File: src/phy_basic_pkg.sv
// package with register map, field positions and reset values for the basic control/status pair
package phy_basic_pkg;
    // =====================================================================
    // register addresses
    localparam logic [4:0]  CTRL_ADDR        = 5'h00;
    localparam logic [4:0]  STAT_ADDR        = 5'h01;
    // =====================================================================
    // control field positions
    localparam int          CTRL_SW_RESET    = 15;
    localparam int          CTRL_LOOPBACK    = 14;
    localparam int          CTRL_SPEED_LSB   = 13;
    localparam int          CTRL_AN_EN       = 12;
    localparam int          CTRL_POWER_DOWN  = 11;
    localparam int          CTRL_ISOLATE     = 10;
    localparam int          CTRL_AN_RESTART  = 9;
    localparam int          CTRL_DUPLEX      = 8;
    localparam int          CTRL_COL_TEST    = 7;
    localparam int          CTRL_SPEED_MSB   = 6;
    localparam int          CTRL_UNIDIR      = 5;
    // writable bits 15..5; bits 4..0 reserved
    localparam logic [15:0] CTRL_WR_MASK     = 16'hFFE0;
    localparam logic [15:0] CTRL_RESET_VAL   = 16'h1040;
    // =====================================================================
    // status field positions
    localparam int          STAT_AN_DONE     = 5;
    localparam int          STAT_REM_FAULT   = 4;
    localparam int          STAT_LINK        = 2;
    localparam int          STAT_JABBER      = 1;
    // fixed bits: 14..11, 8, 7, 6, 3, 0 set
    localparam logic [15:0] STAT_FIXED       = 16'h79C9;
    // =====================================================================
    // forced speed codes {bit6, bit13}
    localparam logic [1:0]  SPEED_10         = 2'h0;
    localparam logic [1:0]  SPEED_100        = 2'h1;
    localparam logic [1:0]  SPEED_1000       = 2'h2;
    localparam logic [1:0]  SPEED_RSVD       = 2'h3;
endpackage

File: src/tx_gate.sv
// transmit-enable gate deciding whether MAC data may pass
`timescale 1ns/1ps
module tx_gate (
    // control inputs
    input  wire logic an_en,
    input  wire logic full_duplex,
    input  wire logic unidir,
    input  wire logic fiber_mode,
    input  wire logic link_ok,
    // result
    output logic      tx_allow
);
    logic uni_active;

    // unidir only counts with AN off, full duplex and fiber media
    assign uni_active = unidir && !an_en && full_duplex && fiber_mode;
    // without it, wait for a valid link
    assign tx_allow   = uni_active ? 1'b1 : link_ok;
endmodule

File: src/phy_basic_regs.sv
// basic control and status register pair with latched status flags and transmit gating
// =========================================================================
// Functional notes
// - ignore unidir when AN on or half duplex
// - unidir set: pass transmit data without link
// - unidir clear: pass transmit only with link
// - unidir only effective in fiber media modes
// - fixed capability bits 15..9 reported
// - status bit 8 reads one
// - status bit 7 reads one
// - preamble suppression reported by bit 6
// - remote fault latches high until read
// - link status latches low until read
// - jabber latches high until read
// - bits 3,0 one; bit 5 AN complete
// - speed field is {bit6, bit13}
`timescale 1ns/1ps
module phy_basic_regs #(
    parameter int ADDR_W = 5
) (
    // clock and reset
    input  wire logic              clock,
    input  wire logic              rst_n,
    input  wire logic              clk_en,
    // management frame register access
    input  wire logic              management_frame_wr,
    input  wire logic              management_frame_rd,
    input  wire logic [ADDR_W-1:0] management_frame_addr,
    input  wire logic [15:0]       management_frame_wdata,
    output logic [15:0]            management_frame_rdata,
    output logic                   management_frame_rvalid,
    // live conditions from the port
    input  wire logic              link_up,
    input  wire logic              remote_fault,
    input  wire logic              jabber,
    input  wire logic              an_complete,
    input  wire logic              fiber_mode,
    // control outputs
    output logic                   tx_enable,
    output logic [1:0]             forced_speed,
    output logic                   full_duplex,
    output logic                   an_enable,
    output logic                   power_down,
    output logic                   loopback,
    output logic                   isolate,
    output logic                   an_restart,
    output logic                   collision_test
);
    // =====================================================================
    // elaboration check
    // refused at elaboration: an empty address bus cannot select a register
    if (ADDR_W < 1) begin : g_bad_addr_w
        $error("ADDR_W must be at least 1");
    end

    // =====================================================================
    // state
    typedef struct packed {
        logic [15:0] ctrl;
        logic        rf_hold;
        logic        link_hold;
        logic        jab_hold;
        logic [15:0] rdata;
        logic        rvalid;
        logic        tx_en;
        logic        an_restart;
    } regs_s;

    regs_s st_ff;
    regs_s nxt_st;
    logic  tx_allow;

    function automatic logic hit(input logic [ADDR_W-1:0] a, input logic [4:0] reg_addr);
        hit = (a == ADDR_W'(reg_addr));
    endfunction

    tx_gate u_tx_gate (
        .an_en       (st_ff.ctrl[phy_basic_pkg::CTRL_AN_EN]),
        .full_duplex (st_ff.ctrl[phy_basic_pkg::CTRL_DUPLEX]),
        .unidir      (st_ff.ctrl[phy_basic_pkg::CTRL_UNIDIR]),
        .fiber_mode  (fiber_mode),
        .link_ok     (link_up),
        .tx_allow    (tx_allow)
    );

    // =====================================================================
    // next state
    always_comb begin
        logic [15:0] status;
        status = '0;
        nxt_st = st_ff;
        nxt_st.rvalid = 1'b0;
        nxt_st.an_restart = 1'b0;
        nxt_st.tx_en = tx_allow;
        // fixed bits plus live and held flags
        status = phy_basic_pkg::STAT_FIXED;
        status[phy_basic_pkg::STAT_AN_DONE] = an_complete;
        status[phy_basic_pkg::STAT_REM_FAULT] = st_ff.rf_hold;
        status[phy_basic_pkg::STAT_LINK] = st_ff.link_hold;
        status[phy_basic_pkg::STAT_JABBER] = st_ff.jab_hold;
        // default: flags accumulate events
        nxt_st.rf_hold = st_ff.rf_hold | remote_fault;
        nxt_st.link_hold = st_ff.link_hold & link_up;
        nxt_st.jab_hold = st_ff.jab_hold | jabber;
        if (management_frame_rd) begin
            nxt_st.rvalid = 1'b1;
            if (hit(management_frame_addr, phy_basic_pkg::CTRL_ADDR)) begin
                nxt_st.rdata = st_ff.ctrl & phy_basic_pkg::CTRL_WR_MASK;
            end else if (hit(management_frame_addr, phy_basic_pkg::STAT_ADDR)) begin
                nxt_st.rdata = status;
                // read returns held value then refreshes to live
                nxt_st.rf_hold = remote_fault;
                nxt_st.link_hold = link_up;
                nxt_st.jab_hold = jabber;
            end else begin
                nxt_st.rdata = 16'h0000;
            end
        end
        if (management_frame_wr && hit(management_frame_addr, phy_basic_pkg::CTRL_ADDR)) begin
            nxt_st.ctrl = management_frame_wdata & phy_basic_pkg::CTRL_WR_MASK;
            // self-clearing bits: restart becomes a pulse, reset restores defaults
            nxt_st.an_restart = management_frame_wdata[phy_basic_pkg::CTRL_AN_RESTART];
            nxt_st.ctrl[phy_basic_pkg::CTRL_AN_RESTART] = 1'b0;
            if (management_frame_wdata[phy_basic_pkg::CTRL_SW_RESET]) begin
                nxt_st.ctrl = phy_basic_pkg::CTRL_RESET_VAL;
                nxt_st.an_restart = 1'b0;
            end
        end
    end

    // =====================================================================
    // registers; clock enable freezes everything
    always_ff @(posedge clock or negedge rst_n) begin
        if (!rst_n) begin
            st_ff <= '{ctrl: phy_basic_pkg::CTRL_RESET_VAL, rf_hold: 1'b0, link_hold: 1'b0,
                       jab_hold: 1'b0, rdata: 16'h0000, rvalid: 1'b0, tx_en: 1'b0, an_restart: 1'b0};
        end else if (clk_en) begin
            st_ff <= nxt_st;
        end
    end

    // =====================================================================
    // outputs
    assign management_frame_rdata  = st_ff.rdata;
    assign management_frame_rvalid = st_ff.rvalid;
    assign tx_enable      = st_ff.tx_en;
    // speed field msb from bit 6, lsb from bit 13
    assign forced_speed   = {st_ff.ctrl[phy_basic_pkg::CTRL_SPEED_MSB],
                             st_ff.ctrl[phy_basic_pkg::CTRL_SPEED_LSB]};
    assign full_duplex    = st_ff.ctrl[phy_basic_pkg::CTRL_DUPLEX];
    assign an_enable      = st_ff.ctrl[phy_basic_pkg::CTRL_AN_EN];
    assign power_down     = st_ff.ctrl[phy_basic_pkg::CTRL_POWER_DOWN];
    assign loopback       = st_ff.ctrl[phy_basic_pkg::CTRL_LOOPBACK];
    assign isolate        = st_ff.ctrl[phy_basic_pkg::CTRL_ISOLATE];
    assign an_restart     = st_ff.an_restart;
    assign collision_test = st_ff.ctrl[phy_basic_pkg::CTRL_COL_TEST];
endmodule

File: config.mk
export PLATFORM = sky130hd
export DESIGN_NAME = phy_basic_regs
export DESIGN_NICKNAME = d
export VERILOG_FILES = /design/src/phy_basic_pkg.sv /design/src/tx_gate.sv /design/src/phy_basic_regs.sv
export SDC_FILE = /design/constraint.sdc
export NUM_CORES = 1
export LEC_CHECK = 0
export ABC_AREA = 1
export BUFFER_PORTS_ARGS = -buffer_cell sky130_fd_sc_hd__clkbuf_2
export CORE_ASPECT_RATIO = 1.4
export CORE_MARGIN = 5
export CORE_UTILIZATION = 40
export CTS_BUF_LIST = sky130_fd_sc_hd__clkbuf_4
export CTS_CLUSTER_SIZE = 12
export DETAILED_ROUTE_END_ITERATION = 6
export GPL_TIMING_DRIVEN = 1
export PLACE_DENSITY = 0.72
export SLEW_MARGIN = 10
export SYNTH_ARGS = -nofsm -noshare
export SYNTH_HDL_FRONTEND = slang
export SYNTH_HIERARCHICAL = 1
export SYNTH_SLANG_ARGS = --single-unit
File: constraint.sdc
create_clock -name clock -period 1.05 [get_ports clock]
set_input_delay 0.2625 -clock clock [delete_from_list [all_inputs] [get_ports clock]]
set_output_delay 0.2625 -clock clock [all_outputs]
set_load 0.05 [all_outputs]
# Word level (Yosys, flattened, before mapping)

Cells that the tools add are included.

Output and inout bits: 27
Bits of input ports: 31
Flip-flop bits (word level): 38
Word-level logic and storage cells: 29

Mux-type cells: 9
Reductions and logical operators: 8
Bitwise gates (word level): 3
Eq/ne operators: 1

Operator list:

| kind                                                 | count |
|---|---|
| two-way mux 15 bit                                   | 2 |
| two-way mux 20 bit                                   | 1 |
| two-way mux 16 bit                                   | 1 |
| two-way mux 3 bit                                    | 2 |
| equality test 5 x 1 -> 1 bit (second input constant) | 1 |
| logical NOT 5 bit                                    | 1 |
| logical AND 1 bit                                    | 4 |
| AND reduction 2 bit                                  | 2 |
| two-way mux 1 bit                                    | 3 |
| bitwise OR 1 bit                                     | 2 |
| AND 1 bit                                            | 1 |
| logical NOT 1 bit                                    | 1 |

# Logic depth before layout (Yosys ltp)

Depth after elaboration: 5
Depth in mapped cells: 7
Gate-level depth less buffers: 6

# Hierarchy

Netlist, hierarchy kept.

By module, submodules not included:

| module         | sequential area each (sq um) | instances | cells each | area an instance (sq um) |
|---|---|---|---|---|
| phy_basic_regs | 703.2                        | 1         | 189        | 1471.4 |
| tx_gate        | 0.0                          | 1         | 7          | 28.8 |

# Least setup slack after synthesis

Ideal clock, no wire load.

Path type: reg-to-reg
Start: reg st_ff, in the netlist an_enable
End: reg st_ff, in the netlist tx_enable
Setup time: 119 ps
Setup slack: -10 ps
Path buffers: 0
Stages on the path, launching flop included: 6
Required time: 931 ps
Arrival time: 941 ps
Clock period less this slack: 1060 ps
Path through: dfstp_2 > nor2_2 > nand2_1 > nand2_1 > nand2_1 > nand2_1

RTL lines:

| what                     | RTL line              | source |
|---|---|---|
| start: declaration       | phy_basic_regs.sv:69  | `regs_s st_ff;` |
| start signal: assignment | phy_basic_regs.sv:135 | `st_ff <= '{ctrl: phy_basic_pkg::CTRL_RESET_VAL, rf_hold: 1'b0, link_hold: 1'b0,` |
| start signal: assignment | phy_basic_regs.sv:138 | `st_ff <= nxt_st;` |

# Worst setup path in the final report

Start: reg st_ff, in the netlist forced_speed[1]
End: out forced_speed[1]

RTL lines:

| what             | RTL line             | source |
|---|---|---|
| end: declaration | phy_basic_regs.sv:40 | `output logic [1:0] forced_speed,` |

No word-level cell between the ends.

==> metrics.txt <==
# TYPE chip_impl_metric gauge
chip_impl_info{name="run_status",value="finished, violations left"} 1
chip_impl_info{name="violations",value="setup timing"} 1
chip_impl_metric{name="route.vias.total",unit=""} 1288
chip_impl_metric{name="floorplan.die.width",unit="µm"} 61.8
chip_impl_metric{name="hold_ws",unit="ns"} 0.138
chip_impl_metric{name="placementRows",unit=""} 26
chip_impl_metric{name="clock_tree.htree_level_count",unit=""} 1
chip_impl_metric{name="ant_nets",unit=""} 0
chip_impl_metric{name="synth_area",unit="µm²"} 1500
chip_impl_info{name="hold_path_end",value="st_ff[19]"} 1
chip_impl_metric{name="area.growth.synth_to_final",unit="%"} 45.7
chip_impl_metric{name="synth_seq_cells",unit=""} 28
chip_impl_metric{name="sequential_cell_area",unit="µm²"} 703
chip_impl_info{name="critical_path.reg2reg.startpoint",value="an_enable"} 1
chip_impl_metric{name="layout_worst_path_cycle_share",unit="%"} 126
chip_impl_info{name="rsz0062_at_grt",value="true"} 1
chip_impl_metric{name="die_height",unit="µm"} 82.5
chip_impl_metric{name="cts.reportedPaths.clkPinSlew",unit="ns"} 0.15
chip_impl_metric{name="n_fill_cell",unit=""} 345
chip_impl_info{name="setup.worst_path.start_class",value="flop"} 1
chip_impl_metric{name="synth.distinct_cells",unit=""} 19
chip_impl_metric{name="drc",unit=""} 0
chip_impl_info{name="crit_chain",value="buf_12"} 1
chip_impl_metric{name="whs_path_depth",unit=""} 3
chip_impl_metric{name="multi_input_area",unit="µm²"} 520
chip_impl_metric{name="final_period_minus_worst_setup_slack",unit="ns"} 1.32
chip_impl_metric{name="timing_max_transition_violations_final",unit=""} 0
chip_impl_info{name="clock_tree_from_tritoncts",value="built"} 1
chip_impl_metric{name="die_area",unit="µm²"} 5090
chip_impl_metric{name="grt_max_degree",unit=""} 24
chip_impl_metric{name="placedInstanceArea",unit="µm²"} 1760
chip_impl_info{name="clockRootBuffer",value="sky130_fd_sc_hd__clkbuf_4"} 1
chip_impl_metric{name="floorplan.core_area",unit="µm²"} 3640
chip_impl_metric{name="crit_arrival",unit="ns"} 1.06
chip_impl_metric{name="cts.path.max_buffers",unit=""} 2
chip_impl_metric{name="power-per-cell-area",unit="nW/µm²"} 1070
chip_impl_metric{name="synth_sequential_area_ratio",unit="%"} 46.9
chip_impl_info{name="worst_hold_path_class",value="input port to flop"} 1
chip_impl_metric{name="fin_ws",unit="ns"} -0.273
chip_impl_metric{name="post_drt_wl_per_cell",unit="µm"} 10.9
chip_impl_metric{name="cp_data_required_time",unit="ns"} 0.79
chip_impl_metric{name="wire_length_of_the_first_global_routing_pass",unit="mm"} 5.57
chip_impl_metric{name="dr.pass1.iters",unit=""} 6
chip_impl_metric{name="total_leakage_power",unit="nW"} 1.24
chip_impl_info{name="worst_hold_startpoint",value="jabber"} 1
chip_impl_metric{name="initial_core_util",unit="%"} 41.2
chip_impl_metric{name="skew",unit="ns"} 0.00947
chip_impl_info{name="most-common-layout-cells",value="sky130_fd_sc_hd__nand2_1, sky130_fd_sc_hd__buf_4, sky130_fd_sc_hd__inv_1, sky130_fd_sc_hd__dfrtp_1, sky130_fd_sc_hd__clkbuf_2"} 1
chip_impl_metric{name="post_synth.cell_area_avg",unit="µm²"} 7.65
chip_impl_metric{name="ioPinCount",unit=""} 58
chip_impl_info{name="cp-end-kind",value="primary output"} 1
chip_impl_metric{name="clock_insertion_delay_worst_skew",unit="ns"} 0.32
chip_impl_metric{name="path_buf_inv",unit=""} 1
chip_impl_metric{name="critPathMaxFanout",unit=""} 2
chip_impl_metric{name="max-cap-violations",unit=""} 0
chip_impl_metric{name="io_buffers",unit=""} 50
chip_impl_metric{name="routed_via_density",unit=""} 4.29
chip_impl_metric{name="final_hold_viol_count",unit=""} 0
chip_impl_metric{name="total_global_route_track_usage",unit="%"} 14.6
chip_impl_metric{name="initial_antenna_violation_count",unit=""} 0
chip_impl_metric{name="routed_wl",unit="mm"} 3.28
chip_impl_metric{name="via_count_of_the_first_global_routing_pass",unit=""} 1274
chip_impl_metric{name="dpl.hpwl",unit="mm"} 2.36
chip_impl_info{name="worstSetupPathType",value="flop to primary output"} 1
chip_impl_info{name="final_common_cell",value="sky130_fd_sc_hd__nand2_1"} 1
chip_impl_metric{name="layout.cell_area.non_filler",unit="µm²"} 2190
chip_impl_info{name="setup.worst_path.start",value="forced_speed[1]"} 1
chip_impl_metric{name="total_negative_setup_slack",unit="ns"} -3.36
chip_impl_metric{name="antenna-diode-count",unit=""} 0
chip_impl_metric{name="global_route.overflow_total",unit=""} 0
chip_impl_metric{name="finalWeightedCongestion",unit=""} 0.806
chip_impl_info{name="timing.rr.end",value="tx_enable"} 1
chip_impl_metric{name="fmax",unit="MHz"} 756
chip_impl_info{name="crit_slowest_cell",value="sky130_fd_sc_hd__dfstp_2"} 1
chip_impl_metric{name="rr_worst_depth",unit=""} 6
chip_impl_metric{name="finalSetupViolCount",unit=""} 25
chip_impl_metric{name="critical-path-max-stage-delay",unit="ns"} 0.59
chip_impl_metric{name="clock_sink_count",unit=""} 28
chip_impl_metric{name="yosys_warnings",unit=""} 6
chip_impl_metric{name="final_layout_size_suffix_gt1_share",unit="%"} 38.0
chip_impl_metric{name="cts_buffers",unit=""} 3
chip_impl_info{name="cpLargestDelayFamily",value="flip-flops"} 1
chip_impl_metric{name="finalNetCount",unit=""} 291
chip_impl_metric{name="syn_inst",unit=""} 196
chip_impl_metric{name="initialDrtViolationCount",unit=""} 30
chip_impl_metric{name="reg2reg_setup_slack",unit="ns"} 0.02
chip_impl_metric{name="vdd_ir_drop_max",unit="mV"} 0.884
## Yosys cell counts (all sizes together)
cell    instances  share of area (%)
nand2          64                 16
inv            28                7.0
dfrtp          26                 43
nand3          23                7.7
nor2           23                7.1
buf            22                 11
clkbuf          2               0.50
dfstp           2                3.5
or2             2               0.83
a21oi           1                1.1
conb            1               0.25
nand4           1               0.83
o21ai           1               0.33
## worst max path at each step
stage                            endpoint  slack (ns)  cells past startpoint
after floorplan                 tx_enable        0.01                      5
after global placement         power_down       -0.04                      7
after detailed placement         loopback       -0.07                      7
after CTS                       an_enable       -0.27                      1
after global routing            an_enable       -0.30                      1
final                     forced_speed[1]       -0.27                      1
## cell type report
cell class | instances | share of cell area, %
Sequential cell | 28 | 32.2
Timing Repair Buffer | 82 | 35.8
Multi-Input combinational cell | 117 | 23.8
Clock buffer | 3 | 1.03
Tap cell | 42 | 2.40
Inverter | 28 | 4.81
## routing by layer
layer	track usage (%)	part of all wire, %	vias up
met5	0	0	-
met4	7.22	2.0	0
met3	2.02	5.2	4
met2	25.6	53	31
met1	17.0	40	561
li1	-	-	692
## power breakdown
group          switching [mW]  leakage, nW  total (mW)  internal [mW]
combinational           0.392        0.861       0.718          0.327
clock                   0.296       0.0138       0.431          0.134
sequential             0.0561        0.367        1.20           1.14
## kinds of logic (layout without fill, tap and decap cells)
logic type,Yosys count,count (layout),share of synthesized area [%]
other,1,2,0.250
AO/OA/AOI/OAI,2,2,1.42
flip-flops,28,28,46.9
buffers and inverters,52,113,18.7
AND/OR/NAND/NOR,113,113,32.8
## worst min-delay path, stage by stage
cell,delay (ns)
sky130_fd_sc_hd__clkbuf_2,0.08
sky130_fd_sc_hd__nand2_1,0.05
sky130_fd_sc_hd__nand2_1,0.04
## repair_timing
item,4_1_cts,5_1_grt
hold buffers,1,0
resized for setup,46,24
buffers inserted,14,7
endpoints found under the setup margin,25,28
endpoints found under the hold margin,9,0
pin swaps,0,3
## stage by stage
| step | util, % | worst slack [ns] | cells | total power [mW] |
|---|---|---|---|---|
| after floorplan | - | 0.0117 | 197 | 1.57 |
| after global placement | 48.4 | -0.0405 | 275 | 1.76 |
| after detailed placement | 48.4 | -0.0658 | 275 | 1.77 |
| after CTS | 57.7 | -0.268 | 293 | 2.31 |
| after global routing | 60.0 | -0.302 | 300 | 2.46 |
| final | 60.0 | -0.273 | 300 | 2.35 |
## flip-flops by register name, indices dropped and copies added (netlist names)
register                 flops
an_enable                    1
an_restart                   1
collision_test               1
forced_speed                 2
full_duplex                  1
isolate                      1
loopback                     1
management_frame_rdata      13
management_frame_rvalid      1
power_down                   1
st_ff                        4
tx_enable                    1
Power figures use the tool's default switching activity.
